`src/hdl/addsub_regs.svh`:
```
// constants for the add and subtract datapath
// Functional notes
// - add gives first operand plus flexible operand or twelve-bit immediate.
// - add with carry also adds the current carry flag.
// - difference gives first operand minus flexible operand or immediate.
// - borrow difference subtracts one more when carry is clear.
// - reversed difference gives flexible operand minus first operand.
// - twelve-bit immediate is unsigned, zero up to 4095.
// - with no destination encoded, result goes back to first operand register.
// - flag suffix updates N, Z, C, V; otherwise flags hold.
// - program counter as operand has its low two bits forced to zero.
// - add writing program counter clears result bit zero and branches.
// - wide immediate add and difference match the immediate add and difference.
`ifndef ADDSUB_REGS_SVH
`define ADDSUB_REGS_SVH
`define DATA_W 32
`define REG_IDX_W 4
`define TWELVE_BIT_IMMEDIATE_W 12
`define TWELVE_BIT_IMMEDIATE_MAX 12'hfff
`define PC_IDX 4'hf
`define SP_IDX 4'hd
`define FLAG_N 3
`define FLAG_Z 2
`define FLAG_C 1
`define FLAG_V 0
`define FLAGS_RESET 4'h0
`endif

```
`src/hdl/addsub_pkg.sv`:
```
// types for the add and subtract datapath
package addsub_pkg;
    typedef enum logic [2:0] {
        op_add,
        op_add_with_carry,
        op_difference,
        op_borrow_difference,
        op_reversed_difference,
        op_wide_imm_add,
        op_wide_imm_difference
    } arith_op_t;
    typedef enum logic [3:0] {
        cond_eq, cond_ne, cond_cs, cond_cc, cond_mi, cond_pl, cond_vs, cond_vc,
        cond_hi, cond_ls, cond_ge, cond_lt, cond_gt, cond_le, cond_al, cond_nv
    } cond_t;
endpackage : addsub_pkg

```
`src/hdl/add_subtract_datapath.sv`:
```
// add and subtract execution datapath with flags and pc-relative forms
`timescale 1ns/1ps
`include "addsub_regs.svh"
module add_subtract_datapath (
    input wire logic clk,
    input wire logic srst,
    input wire logic issue_valid,
    input wire addsub_pkg::arith_op_t op,
    input wire addsub_pkg::cond_t cond,
    input wire logic flag_update_suffix,
    input wire logic use_twelve_bit_immediate,
    input wire logic [`TWELVE_BIT_IMMEDIATE_W-1:0] twelve_bit_immediate,
    input wire logic [`REG_IDX_W-1:0] first_operand_reg,
    input wire logic [`DATA_W-1:0] first_operand_value,
    input wire logic [`DATA_W-1:0] flexible_operand,
    input wire logic dest_present,
    input wire logic [`REG_IDX_W-1:0] dest_reg,
    output logic wr_valid,
    output logic [`REG_IDX_W-1:0] wr_reg,
    output logic [`DATA_W-1:0] wr_data,
    output logic branch_valid,
    output logic [`DATA_W-1:0] branch_target,
    output logic flag_n,
    output logic flag_z,
    output logic flag_c,
    output logic flag_v
);
    import addsub_pkg::*;

    // ************************************
    // condition evaluation
    // ************************************
    logic cond_pass;
    always_comb begin
        case (cond)
            cond_eq: cond_pass = flag_z;
            cond_ne: cond_pass = !flag_z;
            cond_cs: cond_pass = flag_c;
            cond_cc: cond_pass = !flag_c;
            cond_mi: cond_pass = flag_n;
            cond_pl: cond_pass = !flag_n;
            cond_vs: cond_pass = flag_v;
            cond_vc: cond_pass = !flag_v;
            cond_hi: cond_pass = flag_c && !flag_z;
            cond_ls: cond_pass = !flag_c || flag_z;
            cond_ge: cond_pass = flag_n == flag_v;
            cond_lt: cond_pass = flag_n != flag_v;
            cond_gt: cond_pass = !flag_z && (flag_n == flag_v);
            cond_le: cond_pass = flag_z || (flag_n != flag_v);
            default: cond_pass = 1'b1;
        endcase
    end

    // ************************************
    // operand selection
    // ************************************
    logic wide_form;
    logic [`DATA_W-1:0] base_value;
    logic [`DATA_W-1:0] second_value;
    logic [`DATA_W-1:0] adder_a;
    logic [`DATA_W-1:0] adder_b;
    logic adder_cin;
    logic [`DATA_W-1:0] sum;
    logic sum_cout;
    logic sum_ovf;
    logic [`REG_IDX_W-1:0] target_reg;
    logic pc_dest;

    assign wide_form = (op == op_wide_imm_add) || (op == op_wide_imm_difference);

    always_comb begin
        base_value = first_operand_value;
        if (first_operand_reg == `PC_IDX) begin
            base_value = {first_operand_value[`DATA_W-1:2], 2'b00};
        end
        // immediate zero-extended, full 0..4095 range
        if (use_twelve_bit_immediate || wide_form) begin
            second_value = {{(`DATA_W-`TWELVE_BIT_IMMEDIATE_W){1'b0}}, twelve_bit_immediate};
        end else begin
            second_value = flexible_operand;
        end
    end

    // subtraction as a + ~b + 1 so carry out is the not-borrow flag
    always_comb begin
        adder_a = base_value;
        adder_b = second_value;
        adder_cin = 1'b0;
        case (op)
            op_add, op_wide_imm_add: begin
                adder_cin = 1'b0;
            end
            op_add_with_carry: begin
                adder_cin = flag_c;
            end
            op_difference, op_wide_imm_difference: begin
                adder_b = ~second_value;
                adder_cin = 1'b1;
            end
            op_borrow_difference: begin
                adder_b = ~second_value;
                adder_cin = flag_c;
            end
            op_reversed_difference: begin
                adder_a = second_value;
                adder_b = ~base_value;
                adder_cin = 1'b1;
            end
            default: begin
                adder_cin = 1'b0;
            end
        endcase
    end

    carry_adder u_adder (
        .a(adder_a),
        .b(adder_b),
        .cin(adder_cin),
        .sum(sum),
        .cout(sum_cout),
        .ovf(sum_ovf)
    );

    assign target_reg = dest_present ? dest_reg : first_operand_reg;
    assign pc_dest = (target_reg == `PC_IDX);

    // ************************************
    // result writeback
    // ************************************
    // a failed condition leaves every architectural output quiet
    always_ff @(posedge clk) begin
        if (srst) begin
            wr_valid <= 1'b0;
            wr_reg <= '0;
            wr_data <= '0;
        end else begin
            wr_valid <= issue_valid && cond_pass && !pc_dest;
            if (issue_valid && cond_pass && !pc_dest) begin
                wr_reg <= target_reg;
                wr_data <= sum;
            end
        end
    end

    always_ff @(posedge clk) begin
        if (srst) begin
            branch_valid <= 1'b0;
            branch_target <= '0;
        end else begin
            branch_valid <= issue_valid && cond_pass && pc_dest;
            if (issue_valid && cond_pass && pc_dest) begin
                branch_target <= {sum[`DATA_W-1:1], 1'b0};
            end
        end
    end

    // ************************************
    // condition flags
    // ************************************
    always_ff @(posedge clk) begin
        if (srst) begin
            {flag_n, flag_z, flag_c, flag_v} <= `FLAGS_RESET;
        end else if (issue_valid && cond_pass && flag_update_suffix) begin
            flag_n <= sum[`DATA_W-1];
            flag_z <= (sum == '0);
            flag_c <= sum_cout;
            flag_v <= sum_ovf;
        end
    end
endmodule : add_subtract_datapath

```
`src/hdl/carry_adder.sv`:
```
// 32-bit adder with carry in, carry out and signed overflow
`timescale 1ns/1ps
`include "addsub_regs.svh"
module carry_adder (
    input wire logic [`DATA_W-1:0] a,
    input wire logic [`DATA_W-1:0] b,
    input wire logic cin,
    output logic [`DATA_W-1:0] sum,
    output logic cout,
    output logic ovf
);
    logic [`DATA_W:0] full;
    always_comb begin
        full = {1'b0, a} + {1'b0, b} + {{`DATA_W{1'b0}}, cin};
        sum = full[`DATA_W-1:0];
        cout = full[`DATA_W];
        ovf = (a[`DATA_W-1] == b[`DATA_W-1]) && (sum[`DATA_W-1] != a[`DATA_W-1]);
    end
endmodule : carry_adder

```
`config.mk`:
```
export PLATFORM = sky130hd
export DESIGN_NAME = add_subtract_datapath
export DESIGN_NICKNAME = d
export VERILOG_FILES = /design/src/hdl/addsub_pkg.sv /design/src/hdl/add_subtract_datapath.sv /design/src/hdl/carry_adder.sv
export VERILOG_INCLUDE_DIRS = /design/src /design/src/hdl
export SDC_FILE = /design/constraint.sdc
export NUM_CORES = 1
export LEC_CHECK = 0
export BUFFER_PORTS_ARGS = -buffer_cell sky130_fd_sc_hd__buf_2
export CORE_AREA = 3 3 118 109
export DETAILED_ROUTE_END_ITERATION = 10
export DIE_AREA = 0 0 121 112
export GPL_TIMING_DRIVEN = 0
export HOLD_SLACK_MARGIN = 0.03
export PLACE_DENSITY = 0.77
export SYNTH_ARGS = -nofsm -noshare
export SYNTH_HDL_FRONTEND = slang
export SYNTH_SLANG_ARGS = --single-unit
```
`constraint.sdc`:
```
create_clock -name clk -period 5.8 [get_ports clk]
set_input_delay 1.16 -clock clk [delete_from_list [all_inputs] [get_ports clk]]
set_output_delay 1.16 -clock clk [all_outputs]
set_load 0.02 [all_outputs]
```
After elaboration in Yosys (flattened, before gate mapping)

Cells that the tools add are included.
W data, S select, Z words.

Flip-flop bits (word level): 73
Latch bits: 0
RAM bits: 0
ROM bits: 0
Input port bits: 97
Output and inout port bits: 74
Logic and storage cells: 66
Memories: 0

Add/subtract/negate cells: 2
Multiply operators: 0
Div/mod/pow operators: 0
Magnitude comparators: 0
Equal/unequal tests: 25
Shifts and indexed selects: 0
Mux-type cells: 7
Bitwise gates (word level): 2
Reduce and logical (&&, ||, !) cells: 21

Operator list:

| kind                 | count |
|---|---|
| $mux W32             | 2 |
| $not A32 Y32         | 2 |
| $pmux W32 S2         | 1 |
| $add A32 B32 Y33     | 1 |
| $add A33 B1 Y33      | 1 |
| $eq A4 B4 Y1 const B | 8 |
| $logic_not A32 Y1    | 1 |
| $eq A4 B3 Y1 const B | 4 |
| $pmux W1 S14         | 1 |
| $eq A3 B3 Y1 const B | 3 |
| $eq A4 B2 Y1 const B | 2 |
| $logic_and A1 B1 Y1  | 7 |
| $eq A3 B2 Y1 const B | 2 |
| $reduce_or A3 Y1     | 2 |
| $logic_not A1 Y1     | 5 |
| $eq A4 B1 Y1 const B | 1 |
| $logic_not A4 Y1     | 1 |
| $logic_or A1 B1 Y1   | 4 |
| $mux W4              | 1 |
| $eq A3 B1 Y1 const B | 1 |
| $eq A1 B1 Y1         | 2 |
| $mux W2              | 1 |
| $ne A1 B1 Y1         | 2 |
| $pmux W1 S2          | 1 |
| $reduce_or A2 Y1     | 1 |

Depth between registers and ports, before layout

Gate-level depths: netlist of run 1.

Depth in word-level cells: 10
Depth in mapped cells: 18
Depth with buffers taken out: 17

By module

A second synthesis of run 1 with hierarchy kept.

Cells, all modules: 774
Area, all modules: 6216.0 µm²

Modules (own cells, without submodules):

| module                | times used | cells each | area an instance (µm²) | seq. area each (µm²) |
|---|---|---|---|---|
| add_subtract_datapath | 1          | 511        | 4385.5                 | 1461.4 |
| carry_adder           | 1          | 263        | 1830.5                 | 0.0 |

Worst setup path before layout of run 1

No wires, ideal clock.

Kind: input to register
Start point: in op[2]
End point: reg flag_z
Setup time: 84 ps
Arrival: 5633 ps
Data required time: 5716 ps
Setup slack: 83 ps
Cell stages on the path: 17
Path buffers: 3
Path through: clkbuf_1 nand2_1 clkbuf_1 clkbuf_1 a31oi_1 fa_1 fa_1 and2b_1 o2111ai_2 nand2_2 a31oi_4 xnor2_1 or4_1 or4_1 or4_1 or4_1 o31ai_2

Word-level cells in the longest chain between the ends: 9
Elaborated cells between the ends (all ways): 19
Those cells by class: add/sub (2); eq/ne (6); mux (4); bitwise (1); reduce/logical (6)

RTL lines:

| element                                | line                                                      | RTL |
|---|---|---|
| start: declaration                     | add_subtract_datapath.sv:8                                | `input wire addsub_pkg::arith_op_t op,` |
| $eq A3 B3 Y1, on equally long branches | add_subtract_datapath.sv:69, add_subtract_datapath.sv:89  |  |
| $logic_or A1 B1 Y1                     | add_subtract_datapath.sv:69                               | `assign wide_form = (op == op_wide_imm_add) \|\| (op == op_wide_imm_difference);` |
| $logic_or A1 B1 Y1                     | add_subtract_datapath.sv:77                               | `if (use_twelve_bit_immediate \|\| wide_form) begin` |
| $mux W32                               | add_subtract_datapath.sv:77                               |  |
| $not A32 Y32                           | add_subtract_datapath.sv:97, add_subtract_datapath.sv:101 |  |
| $pmux W32 S2                           | add_subtract_datapath.sv:89                               | `case (op)` |
| $add A32 B32 Y33                       | carry_adder.sv:14                                         | `` full = {1'b0, a} + {1'b0, b} + {{`DATA_W{1'b0}}, cin}; `` |
| $add A33 B1 Y33 *                      | carry_adder.sv:14                                         |  |
| $logic_not A32 Y1 *                    | add_subtract_datapath.sv:165                              | `flag_z <= (sum == '0);` |
| end signal: assignment                 | add_subtract_datapath.sv:162                              | `` {flag_n, flag_z, flag_c, flag_v} <= `FLAGS_RESET; `` |
| end signal: assignment                 | add_subtract_datapath.sv:165                              |  |
| end: declaration                       | add_subtract_datapath.sv:24                               | `output logic flag_z,` |

Mark *: on every way between the ends. The rest lies on a longest branch, timed or not.
A chain may end at the register's enable or synchronous reset.

Worst setup path in the final report of run 1

Start point: in op[0]
End point: reg flag_z

Same word-level chain as after synthesis.

==> tab_implementation.tex, run 1 <==
\begin{tabular}{lr}
\hline
Metric & Value \\
\hline
\multicolumn{2}{l}{\textbf{GRT}} \\
Global-route wire length before repair & between 20 and 30 mm \\
Via count of the first global-routing pass & 5,477 \\
Total routing usage reported by global routing & 0.246 \\
Pin count of the biggest net entering global routing & 16 \\
Number of antenna violations at the first check in global routing & 1 \\
Remaining Overflow, GRT & 0 \\
\multicolumn{2}{l}{\textbf{Floorplan}} \\
Area of the core & around 12,000 sq um \\
Number of rows in the core area & 38 \\
Overall die area & between 10,000 and 15,000 sq um \\
Floorplan die height & approximately 110 um \\
I/O pin count & around 170 \\
Initial core utilization & 0.471 \\
Die Wd & $\sim$120 um \\
\multicolumn{2}{l}{\textbf{Synthesis}} \\
Main synth FF type & dfxtp\_1 \\
Number of enable-type register cells in the synthesized netlist & 0 \\
Fraction of the yosys area taken by sequential cells & 0.262 \\
FF+latch count, synth & 73 \\
Total nets after synthesis & just under 900 \\
Number of distinct standard cells referenced by the synthesized netlist & between 60 and 70 \\
Ranking of synthesized cells by area & dfxtp\_1 (26\%), nand2\_1 (11\%), mux2i\_1 (8.8\%), ha\_1 (7.0\%), a21oi\_1 (5.7\%) \\
Total standard cell area after synthesis & 5570 sq um \\
Proportion of register bits with asynchronous set or reset after synthesis & 0 \\
Gate count after technology mapping & approximately 750 \\
Post-synthesis average cell area & roughly 7.4 sq um \\
Synth Warn \# & 0 \\
Share of Yosys cell area claimed by the top area cell type & 0.262 \\
Area leader, netlist & dfxtp\_1 \\
\multicolumn{2}{l}{\textbf{Setup path}} \\
Critical path start-end classification & in -> reg \\
Worst path arrival time & roughly 6 ns \\
Critical Path Fanout Max & 5 \\
R2R Setup Slk & approximately 1.4 ns \\
Worst Setup End Kind & register \\
CP Launch Type & input pin \\
Data required time of the critical path & roughly 6.1 ns \\
\multicolumn{2}{l}{\textbf{Clock network}} \\
Skew-Pair Late Insertion Delay & approximately 0.33 ns \\
H-tree Lvls & 3 \\
CTS buffer count & 9 \\
Cell chosen for the clock root & clkbuf\_16 \\
Clock slew at the register clock pins of the worst setup and hold paths & $\sim$0.06 ns \\
Largest buffer count on any clock path & 2 \\
Clock tree from TritonCTS & yes \\
Hold-fix buffer count after cts & 0 \\
Clock sink count & 73 \\
\multicolumn{2}{l}{\textbf{Timing}} \\
Slew Limit Fails & 0 \\
Max-slew headroom & 0.437 \\
Hold Fails Final Rpt & 0 \\
Finish-stage setup viols & 0 \\
Worst-case hold slack & 0.450 ns \\
Min Clock Period, post-route & $\sim$5.6 ns \\
Final worst setup slack & 0.180 ns \\
Worst-case clock skew & between 0.007 and 0.008 ns \\
Share of the cycle needed by the critical path after routing & 0.969 \\
Maximum clock rate & roughly 180 MHz \\
Actual slew at the worst max-slew pin & around 0.84 ns \\
Unrepaired setup endpoints after global routing & no \\
\multicolumn{2}{l}{\textbf{Place}} \\
Post-placement worst setup slack & -0.790 ns \\
Final RePlAce weighted congestion & 0.896 \\
Detailed-placement wirelength estimate & around 14 mm \\
Input/output buffers & 167 \\
Cell area reported after detailed placement & 6610 sq um \\
Cell total after placement & roughly 1,100 \\
\multicolumn{2}{l}{\textbf{Final layout}} \\
Signed area change from the synthesized netlist to the final layout & 27.3\% \\
Share of layout cells above drive strength 1 & 0.241 \\
Nets@finish & about 1,100 \\
Cell area after layout & just over 7000 sq um \\
Largest register FFs & 32 \\
Post-Layout Cell Count & 1,100 \\
Count of filler cells inserted in the layout & approximately 1,100 \\
\multicolumn{2}{l}{\textbf{Job}} \\
Count of max-cap constraint violations & 0 \\
\multicolumn{2}{l}{\textbf{Routing}} \\
Average vias per placed instance & between 5 and 6 \\
Vias & 6,134 \\
Remaining design rule violation count & 0 \\
Routed WL per cell & around 16 um \\
First DRT Iteration DRCs & between 500 and 600 \\
Length of the first detailed-routing pass in iterations & 5 \\
Total length of routed wires & around 17 mm \\
Number of nets with antenna violations after routing & 0 \\
\multicolumn{2}{l}{\textbf{Power and ir drop}} \\
Ratio of total power to cell area & between 200 and 300 nW/um\^{}2 \\
Leak Pwr & around 3.5 nW \\
VDD IR-drop max & 0.154 mV \\
\multicolumn{2}{l}{\textbf{Status}} \\
Status & complete, no violations \\
\multicolumn{2}{l}{\textbf{Hold path}} \\
Tightest Hold Check Type & reg -> reg \\
\hline
\end{tabular}
## per-stage QoR
stage | power (mW) | util | TNS, ns
after floorplan | 1.11 | - | 0
after global placement | 1.33 | 0.558 | -0.771
after detailed placement | 1.34 | 0.558 | -0.790
after CTS | 1.97 | 0.589 | 0
after global routing | 2.11 | 0.600 | 0
final | 2.00 | 0.600 | 0
## routing by layer
layer	share of wire	track usage	vias up
met5	0	0	-
met4	0.013	0.0491	0
met3	0.076	0.0335	19
met2	0.44	0.388	249
met1	0.47	0.359	2796
li1	-	-	3070
## synthesized netlist by cell type (all sizes together), types with 2 or more instances
library cell  number
ha                31
mux2i             49
nor3               7
xor2              10
nand3b             2
and3               4
a221oi             3
or4                8
o221ai            32
nand2b             3
nor2b              6
a21oi             68
a21o              18
nor2              80
xnor2             21
inv                6
a31oi              8
or3                2
dfxtp             73
a21boi             2
clkbuf            41
o21bai             3
o2111ai            3
nand3              3
o21ai             51
and2               6
o21a               6
buf                5
a211oi            12
fa                 2
nand4              5
nand2            163
## layout make-up
class	count	area (sq um)	area share
Multi-Input combinational cell	628	4020	0.566
Sequential cell	73	1460	0.206
Timing Repair Buffer	171	866	0.122
Clock buffer	11	233	0.0328
Tap cell	160	200	0.0282
Buffer	45	193	0.0271
Clock inverter	5	104	0.0146
Inverter	6	22.5	0.00317
Antenna cell	1	2.50	0.000353
## cells by family after synthesis
| family | Yosys count | synth area share |
|---|---|---|
| xor+xnor | 31 | 0.0487 |
| flops | 73 | 0.262 |
| buf+inv | 52 | 0.0361 |
| other cells | 1 | 0.000673 |
| fa+ha+maj | 33 | 0.0768 |
| mux | 50 | 0.0920 |
| simple gates | 296 | 0.227 |
| compound gates | 217 | 0.257 |
## power breakdown
group | internal [mW] | leakage [nW] | total, mW | switching (mW)
registers | 0.539 | 0.594 | 0.559 | 0.0202
logic | 0.304 | 2.70 | 0.817 | 0.513
clock network | 0.420 | 0.164 | 0.625 | 0.205
## placed cells by master (no fill, tap or decap), types with 3 or more instances in the layout
cell type	synthesis	routed
buf_2	2	170
nand2_1	162	161
nor2_1	79	79
dfxtp_1	73	73
a21oi_1	64	60
o21ai_0	47	47
mux2i_1	49	45
clkbuf_1	41	36
o221ai_1	32	32
ha_1	31	31
xnor2_1	21	19
a21o_1	18	18
a211oi_1	12	11
xor2_1	10	10
clkbuf_16	0	9
a21oi_2	4	7
nor3_1	7	7
inv_1	6	6
o21a_1	6	6
and2_1	6	6
or4_1	8	6
nand4_1	5	5
nor2b_1	5	5
a31oi_1	6	5
buf_4	1	5
clkbuf_2	0	4
and3_1	4	4
o21ai_1	4	4
mux2i_2	0	3
nand3_1	3	3
a221oi_1	3	3
o21bai_1	3	3
nand2b_1	3	3
bufinv_16	0	3
## worst paths after layout
check | start | endpoint | cells after the start
max | op[0] | flag_z$_SDFFE_PP0P_ | 17
min | wr_data[14]$_SDFFE_PP0P_ | wr_data[14]$_SDFFE_PP0P_ | 2
max reg2reg | flag_c$_SDFFE_PP0P_ | flag_z$_SDFFE_PP0P_ | 14
min reg2reg | wr_data[14]$_SDFFE_PP0P_ | wr_data[14]$_SDFFE_PP0P_ | 2
## critical path, cell delays in order
cell	delay [ns]
buf_2	0.14
xor2_1	0.19
a21oi_4	0.31
mux2i_4	0.36
a211oi_2	0.12
fa_2	0.37
fa_2	0.36
and2b_1	0.24
o2111ai_2	0.17
nand2_2	0.17
a21oi_2	0.08
xnor2_2	0.17
or4_1	0.55
or4_4	0.43
or4_1	0.41
or4_4	0.49
o31ai_2	0.17
## repair_timing
item	4_1_cts	5_1_grt
setup buffers	0	4
pin swaps	0	7
hold endpoints to repair	0	0
setup endpoints to repair	1	1
gates resized for setup	9	30
Note: power is estimated with default switching activity, not from simulation.
==> inputs of run 2 (changes only) <==
--- a/config.mk
+++ b/config.mk
@@ -8,6 +8,7 @@
 export LEC_CHECK = 0
 export BUFFER_PORTS_ARGS = -buffer_cell sky130_fd_sc_hd__buf_2
 export CORE_AREA = 3 3 118 109
+export CTS_CLUSTER_DIAMETER = 200
 export DETAILED_ROUTE_END_ITERATION = 10
 export DIE_AREA = 0 0 121 112
 export GPL_TIMING_DRIVEN = 0
==> constraint.sdc (replaced) <==
create_clock -name clk -period 5.8 [get_ports clk]
set_input_delay 0 -clock clk [delete_from_list [all_inputs] [get_ports clk]]
set_output_delay 0 -clock clk [all_outputs]
set_load 0.02 [all_outputs]
==> tab_implementation.tex, run 2 (synthesized netlist as in run 1, its figures left out) <==
\begin{tabular}{lr}
\hline
Metric & Value \\
\hline
\multicolumn{2}{l}{\textbf{Status}} \\
Status & complete, no violations \\
\multicolumn{2}{l}{\textbf{Setup path}} \\
Launching element of the worst setup path & op[0] \\
Critical path start-end classification & in -> reg \\
Count of cells along the worst register-to-register path & 14 (unchanged) \\
Worst r2r dst & flag\_z\$\_SDFFE\_PP0P\_ \\
Slowest Stage Delay on Critical Path & 0.62 ns (+0.07 ns) \\
Crit path buf inv count & 2 (+1) \\
Series of cell instances along the critical path & buf\_2 > xor2\_1 > a21oi\_1 > clkbuf\_1 > mux2i\_1 > o221ai\_1 > ha\_1 > a21oi\_1 > o21ai\_1 > a21o\_1 > a31oi\_4 > xnor2\_1 > or4\_1 > or4\_1 > or4\_1 > or4\_1 > o31ai\_2 \\
Worst path arrival time & 5.37 ns (-0.50 ns) \\
Critical Path Fanout Max & 10 (+5) \\
CP Launch Type & input pin \\
Critical-path cell with the highest stage delay & clkbuf\_1 \\
Launch point of the worst reg-to-reg path & flag\_c\$\_SDFFE\_PP0P\_ \\
Top Family by Delay on Critical Path & simple AND/OR/NAND/NOR gates \\
Data required time of the critical path & 6.05 ns (about the same) \\
CP most frequent cell & or4\_1 \\
Worst Setup End Kind & register \\
R2R Setup Slk & 1.23 ns (-0.14 ns) \\
\multicolumn{2}{l}{\textbf{Timing}} \\
Maximum clock rate & 195 MHz (+9.7\%) \\
Hold Fails Final Rpt & 0 (unchanged) \\
Min Clock Period, post-route & 5.12 ns (-0.497 ns) \\
Worst-case clock skew & 0.00686 ns (-0.000414 ns) \\
Share of the cycle needed by the critical path after routing & 0.883 (-0.0857) \\
Total negative slack & 0 ns (unchanged) \\
Unrepaired setup endpoints after global routing & no \\
Finish-stage setup viols & 0 (unchanged) \\
Final worst setup slack & 0.677 ns (+0.497 ns) \\
Actual slew at the worst max-slew pin & 0.840 ns (-0.00521 ns) \\
Worst-case hold slack & 0.0430 ns (-0.407 ns) \\
Max-slew headroom & 0.440 (+0.00348) \\
Slew Limit Fails & 0 (unchanged) \\
\multicolumn{2}{l}{\textbf{Routing}} \\
Vias & 6,135 (+0.016\%) \\
Average vias per placed instance & 5.58 (+0.11\%) \\
Total length of routed wires & 17.3 mm (-0.91\%) \\
Remaining design rule violation count & 0 (unchanged) \\
Length of the first detailed-routing pass in iterations & 5 (unchanged) \\
First DRT Iteration DRCs & 522 (unchanged) \\
Routed WL per cell & 15.7 um (-0.82\%) \\
Number of nets with antenna violations after routing & 0 (unchanged) \\
\multicolumn{2}{l}{\textbf{Floorplan}} \\
Number of rows in the core area & 38 (unchanged) \\
Die Wd & 121 um (unchanged) \\
Area of the core & 11,800 sq um (unchanged) \\
Floorplan die height & 112 um (unchanged) \\
I/O pin count & 171 (unchanged) \\
Overall die area & 13,600 sq um (unchanged) \\
Initial core utilization & 0.471 (unchanged) \\
\multicolumn{2}{l}{\textbf{Power and ir drop}} \\
Leak Pwr & 3.40 nW (-1.6\%) \\
Overall power after layout & 1.97 mW (-1.4\%) \\
Sequential power share & 0.283 (+0.004) \\
Ratio of total power to cell area & 283 nW/um\^{}2 (+0.39\%) \\
Switching share of power & 0.368 (-0.000614) \\
VDD IR-drop max & 0.153 mV (-0.41\%) \\
Comb pwr share & 0.399 (-0.009) \\
Net load switching power & 0.726 mW (-1.6\%) \\
Internal power consumption & 1.25 mW (-1.3\%) \\
Clk pwr share & 0.317 (+0.005) \\
\multicolumn{2}{l}{\textbf{Clock network}} \\
H-tree Lvls & 3 (unchanged) \\
Cell chosen for the clock root & clkbuf\_16 \\
CTS buffer count & 9 (unchanged) \\
Skew-Pair Late Insertion Delay & 0.33 ns (about the same) \\
Quantity of gates resized following cts & 0 (-9) \\
Largest buffer count on any clock path & 2 (unchanged) \\
Clock slew at the register clock pins of the worst setup and hold paths & 0.06 ns (about the same) \\
Setup bufs post-CTS & 0 (unchanged) \\
Clock sink count & 73 (unchanged) \\
Hold-fix buffer count after cts & 2 (+2) \\
Clock tree from TritonCTS & yes \\
\multicolumn{2}{l}{\textbf{Final layout}} \\
Count of filler cells inserted in the layout & 1,108 (+1.6\%) \\
Nets@finish & 1,063 (-0.094\%) \\
Cell area after layout & 6970 sq um (-1.8\%) \\
Most common library cell in the layout ignoring fill and taps & buf\_2 \\
Signed area change from the synthesized netlist to the final layout & 25.0\% \\
Most frequent cells in the layout & buf\_2 (169), nand2\_1 (162), nor2\_1 (79), dfxtp\_1 (73), a21oi\_1 (64) \\
Largest register FFs & 32 (unchanged) \\
Share of layout cells above drive strength 1 & 0.210 (-0.0307) \\
\multicolumn{2}{l}{\textbf{Hold path}} \\
Hold-critical path depth & 3 (+1) \\
HP Start & dest\_reg[3] \\
Tightest Hold Check Type & in -> reg \\
Terminating pin of the worst hold path & wr\_reg[3]\$\_SDFFE\_PP0P\_ \\
\multicolumn{2}{l}{\textbf{GRT}} \\
Via count of the first global-routing pass & 5,483 (+0.11\%) \\
Pin count of the biggest net entering global routing & 13 (-3) \\
Global-route wire length before repair & 27.4 mm (about the same) \\
Remaining Overflow, GRT & 0 (unchanged) \\
Number of antenna violations at the first check in global routing & 1 (unchanged) \\
Total routing usage reported by global routing & 0.246 (about the same) \\
\multicolumn{2}{l}{\textbf{Place}} \\
Cell area reported after detailed placement & 6610 sq um (unchanged) \\
Final RePlAce weighted congestion & 0.896 (unchanged) \\
Detailed-placement wirelength estimate & 13.8 mm (unchanged) \\
Post-placement worst setup slack & 0.370 ns (+1.16 ns) \\
Input/output buffers & 167 (unchanged) \\
\multicolumn{2}{l}{\textbf{Job}} \\
Count of max-cap constraint violations & 0 (unchanged) \\
\hline
\end{tabular}
-- run 2: cell types whose count changed in the layout (fill, tap and decap cells not counted), moves of 3 or more --
cell,before,now
clkbuf_1,36,43
a21oi_1,60,64
buf_4,5,1
clkbuf_2,4,0
mux2i_1,45,49
a21oi_2,7,4
mux2i_2,3,0
-- run 2: final cells by class --
| cell class | count | area (sq um) | area share |
|---|---|---|---|
| Multi-Input combinational cell | 628 | 3910 | 0.561 |
| Sequential cell | 73 | 1460 | 0.210 |
| Timing Repair Buffer | 169 | 856 | 0.123 |
| Clock buffer | 11 | 233 | 0.0334 |
| Tap cell | 160 | 200 | 0.0287 |
| Buffer | 46 | 179 | 0.0257 |
| Clock inverter | 5 | 104 | 0.0149 |
| Inverter | 6 | 22.5 | 0.00323 |
| Antenna cell | 1 | 2.50 | 0.000359 |
-- run 2: worst reg2reg max path, stage by stage (launching register included) --
cell and delay (ns):
dfxtp_1 0.46, nand2_1 0.08, o22a_1 0.20, fa_1 0.41, fa_1 0.42, and2b_1 0.25, o2111ai_2 0.15, nand2_2 0.15
a31oi_4 0.10, xnor2_1 0.20, or4_1 0.56, or4_1 0.44, or4_1 0.40, or4_1 0.49, o31ai_2 0.17
-- run 2: power groups by stage --
stage / sequential, mW / combinational [mW] / clock, mW
after CTS: 0.559 / 0.778 / 0.628
after global routing: 0.563 / 0.869 / 0.651
after floorplan: 0.613 / 0.499 / 0
after detailed placement: 0.570 / 0.770 / 0
final: 0.559 / 0.788 / 0.626
after global placement: 0.568 / 0.765 / 0
-- run 2: layer usage --
layer  GRT usage  share of wire
met1       0.355           0.47
met2       0.391           0.44
met3      0.0391          0.075
met4      0.0438          0.010
met5           0              0
-- run 2: how the worst max path moves through the flow --
stage | depth (start not counted) | slack [ns] | endpoint
after global routing | 17 | 0.29 | flag_z$_SDFFE_PP0P_
after floorplan | 17 | 1.24 | flag_z$_SDFFE_PP0P_
after global placement | 17 | 0.39 | flag_z$_SDFFE_PP0P_
final | 17 | 0.68 | flag_z$_SDFFE_PP0P_
after CTS | 17 | 0.70 | flag_z$_SDFFE_PP0P_
after detailed placement | 17 | 0.37 | flag_z$_SDFFE_PP0P_
-- run 2: metrics by stage --
stage                      util  cells
after floorplan               -    753
after global placement    0.558   1080
after detailed placement  0.558   1080
after CTS                 0.588   1098
after global routing      0.589   1099
final                     0.589   1099
==> inputs of run 3 (changes only) <==
--- a/config.mk
+++ b/config.mk
@@ -7,13 +7,15 @@
 export NUM_CORES = 1
 export LEC_CHECK = 0
 export BUFFER_PORTS_ARGS = -buffer_cell sky130_fd_sc_hd__buf_2
-export CORE_AREA = 3 3 118 109
+export CELL_PAD_IN_SITES_DETAIL_PLACEMENT = 1
+export CELL_PAD_IN_SITES_GLOBAL_PLACEMENT = 2
+export CORE_AREA = 3 3 159 145
 export CTS_CLUSTER_DIAMETER = 200
 export DETAILED_ROUTE_END_ITERATION = 10
-export DIE_AREA = 0 0 121 112
+export DIE_AREA = 0 0 162 148
 export GPL_TIMING_DRIVEN = 0
 export HOLD_SLACK_MARGIN = 0.03
-export PLACE_DENSITY = 0.77
+export PLACE_DENSITY_LB_ADDON = 0.1
 export SYNTH_ARGS = -nofsm -noshare
 export SYNTH_HDL_FRONTEND = slang
 export SYNTH_SLANG_ARGS = --single-unit
==> tab_implementation.tex, run 3 (synthesized netlist as in run 1, its figures left out) <==
\begin{tabular}{lr}
\hline
Metric & Value \\
\hline
\multicolumn{2}{l}{\textbf{Floorplan}} \\
Initial core utilization & 0.258 (-0.212) \\
I/O pin count & 171 (unchanged) \\
Overall die area & 24,000 sq um (+77\%) \\
Area of the core & 21,600 sq um (+82\%) \\
Die Wd & 162 um (+34\%) \\
Number of rows in the core area & 51 (+34\%) \\
Floorplan die height & 148 um (+32\%) \\
\multicolumn{2}{l}{\textbf{Clock network}} \\
Clock sink count & 73 (unchanged) \\
Largest buffer count on any clock path & 2 (unchanged) \\
Setup bufs post-CTS & 0 (unchanged) \\
H-tree Lvls & 3 (unchanged) \\
Skew-Pair Late Insertion Delay & 0.33 ns (about the same) \\
Clock slew at the register clock pins of the worst setup and hold paths & 0.06 ns (about the same) \\
Cell chosen for the clock root & clkbuf\_16 \\
CTS buffer count & 9 (unchanged) \\
Clock tree from TritonCTS & yes \\
\multicolumn{2}{l}{\textbf{Power and ir drop}} \\
Sequential power share & 0.281 (-0.002) \\
Switching share of power & 0.384 (+0.0156) \\
Comb pwr share & 0.412 (+0.013) \\
Ratio of total power to cell area & 279 nW/um\^{}2 (-1.3\%) \\
Leak Pwr & 3.40 nW (-0.13\%) \\
VDD IR-drop max & 0.111 mV (-27\%) \\
Net load switching power & 0.765 mW (+5.3\%) \\
Clk pwr share & 0.307 (-0.010) \\
Internal power consumption & 1.23 mW (-1.5\%) \\
\multicolumn{2}{l}{\textbf{Place}} \\
Final RePlAce weighted congestion & 0.822 (-8.3\%) \\
Detailed-placement wirelength estimate & 18.5 mm (+34\%) \\
Post-placement worst setup slack & 0.106 ns (-0.264 ns) \\
Input/output buffers & 167 (unchanged) \\
\multicolumn{2}{l}{\textbf{Setup path}} \\
CP Launch Type & input pin \\
Critical Path Fanout Max & 10 (unchanged) \\
Worst Setup End Kind & register \\
Critical path start-end classification & in -> reg \\
Worst path arrival time & 5.55 ns (+0.18 ns) \\
Data required time of the critical path & 6.05 ns (about the same) \\
\multicolumn{2}{l}{\textbf{Timing}} \\
Max-slew headroom & 0.383 (-0.0576) \\
Hold Fails Final Rpt & 0 (unchanged) \\
Total negative slack & 0 ns (unchanged) \\
Slew Limit Fails & 0 (unchanged) \\
Share of the cycle needed by the critical path after routing & 0.914 (+0.0308) \\
Actual slew at the worst max-slew pin & 0.926 ns (+0.0864 ns) \\
Worst-case hold slack & 0.0407 ns (-0.00232 ns) \\
Finish-stage setup viols & 0 (unchanged) \\
Unrepaired setup endpoints after global routing & no \\
Maximum clock rate & 189 MHz (-3.4\%) \\
Worst-case clock skew & 0.00638 ns (-0.000483 ns) \\
Min Clock Period, post-route & 5.30 ns (+0.179 ns) \\
Final worst setup slack & 0.498 ns (-0.179 ns) \\
\multicolumn{2}{l}{\textbf{Final layout}} \\
Count of filler cells inserted in the layout & 2,757 (+150\%) \\
Sequential standard cell area & 1460 sq um (unchanged) \\
Nets@finish & 1,064 (+0.094\%) \\
Most frequent cells in the layout & buf\_2 (169), nand2\_1 (162), nor2\_1 (79), dfxtp\_1 (73), a21oi\_1 (64) \\
Signed area change from the synthesized netlist to the final layout & 28.0\% \\
Most common library cell in the layout ignoring fill and taps & buf\_2 \\
Largest register FFs & 32 (unchanged) \\
Share of layout cells above drive strength 1 & 0.211 (+0.000841) \\
Total inserted antenna cells & 0 (-1) \\
Total area of multi-input combinational cells & 3910 sq um (unchanged) \\
\multicolumn{2}{l}{\textbf{Routing}} \\
Total length of routed wires & 22.6 mm (+31\%) \\
First DRT Iteration DRCs & 231 (-56\%) \\
Length of the first detailed-routing pass in iterations & 4 (-1) \\
Average vias per placed instance & 5.00 (-10\%) \\
Number of nets with antenna violations after routing & 0 (unchanged) \\
Remaining design rule violation count & 0 (unchanged) \\
Vias & 6,156 (+0.34\%) \\
Routed WL per cell & 18.3 um (+17\%) \\
\multicolumn{2}{l}{\textbf{GRT}} \\
Global-route wire length before repair & 35.1 mm (+28\%) \\
Total routing usage reported by global routing & 0.185 (-0.0610) \\
Pin count of the biggest net entering global routing & 13 (unchanged) \\
Number of antenna violations at the first check in global routing & 0 (-1) \\
Via count of the first global-routing pass & 6,209 (+13\%) \\
Remaining Overflow, GRT & 0 (unchanged) \\
\multicolumn{2}{l}{\textbf{Status}} \\
Status & complete, no violations \\
\multicolumn{2}{l}{\textbf{Job}} \\
Count of max-cap constraint violations & 0 (unchanged) \\
\multicolumn{2}{l}{\textbf{Hold path}} \\
Tightest Hold Check Type & in -> reg \\
\hline
\end{tabular}
## run 3: cell types whose count changed in the layout (fill, tap and decap cells not counted)
cell and delta:
bufinv_16 -1, dlygate4sd3_1 +1, clkbuf_1 -1, clkbuf_8 +2, clkinv_2 -1, clkinv_4 -1
clkinvlp_4 +2, diode_2 -1
## run 3: per-layer routing
layer | up-vias | track usage | routed length (um)
li1 | 3063 | - | -
met1 | 2944 | 0.253 | 11000
met2 | 131 | 0.313 | 10600
met3 | 18 | 0.0297 | 749
met4 | 0 | 0.0281 | 283
met5 | - | 0 | 0
## run 3: cell type report
type,count,share of cell area
buffer,46,0.0251
clock buffer,12,0.0359
clock inverter,4,0.0105
inverter,6,0.00316
multi-input combinational,628,0.548
sequential,73,0.205
tap,291,0.0510
timing repair buffer,170,0.121
## run 3: final timing paths
check / startpoint / endpoint / slack, ns / depth (start not counted)
min: dest_reg[0] / wr_reg[0]$_SDFFE_PP0P_ / 0.04 / 3
max: op[0] / flag_z$_SDFFE_PP0P_ / 0.50 / 18
max reg2reg: flag_c$_SDFFE_PP0P_ / flag_z$_SDFFE_PP0P_ / 1.05 / 14
min reg2reg: wr_data[20]$_SDFFE_PP0P_ / wr_data[20]$_SDFFE_PP0P_ / 0.45 / 2
## run 3: critical path, stage by stage
cell and delay (ns):
buf_2 0.14, nor2_1 0.07, nand2_1 0.15, clkbuf_1 0.50, clkbuf_1 0.57, a31oi_1 0.22, fa_1 0.51, fa_1 0.42
and2b_1 0.26, o2111ai_2 0.15, nand2_2 0.16, a31oi_4 0.12, xnor2_1 0.20, or4_1 0.58, or4_1 0.43, or4_1 0.40
or4_1 0.49, o31ai_2 0.18
## run 3: stage by stage
step | cell area (sq um) | utilization | instances | power (mW)
finish | 7140 | 0.331 | 1230 | 1.99
global route | 7140 | 0.331 | 1230 | 2.13
detailed placement | 6770 | 0.314 | 1211 | 1.40
global placement | 6770 | 0.314 | 1211 | 1.40
CTS | 7140 | 0.331 | 1230 | 2.02
floorplan | 5570 | - | 753 | 1.11
## run 3: what timing repair did
action / in CTS / in global routing
endpoints found under the hold margin: 2 / 0
setup endpoints to repair: 0 / 0
hold buffers: 3 / 0
resized for setup: 0 / 0
## run 3: power groups by stage
stage,Combinational [mW],Clock (mW),Sequential [mW]
after floorplan,0.499,0,0.613
after global placement,0.826,0,0.571
after detailed placement,0.827,0,0.570
after CTS,0.834,0.629,0.560
after global routing,0.915,0.656,0.564
final,0.821,0.613,0.559
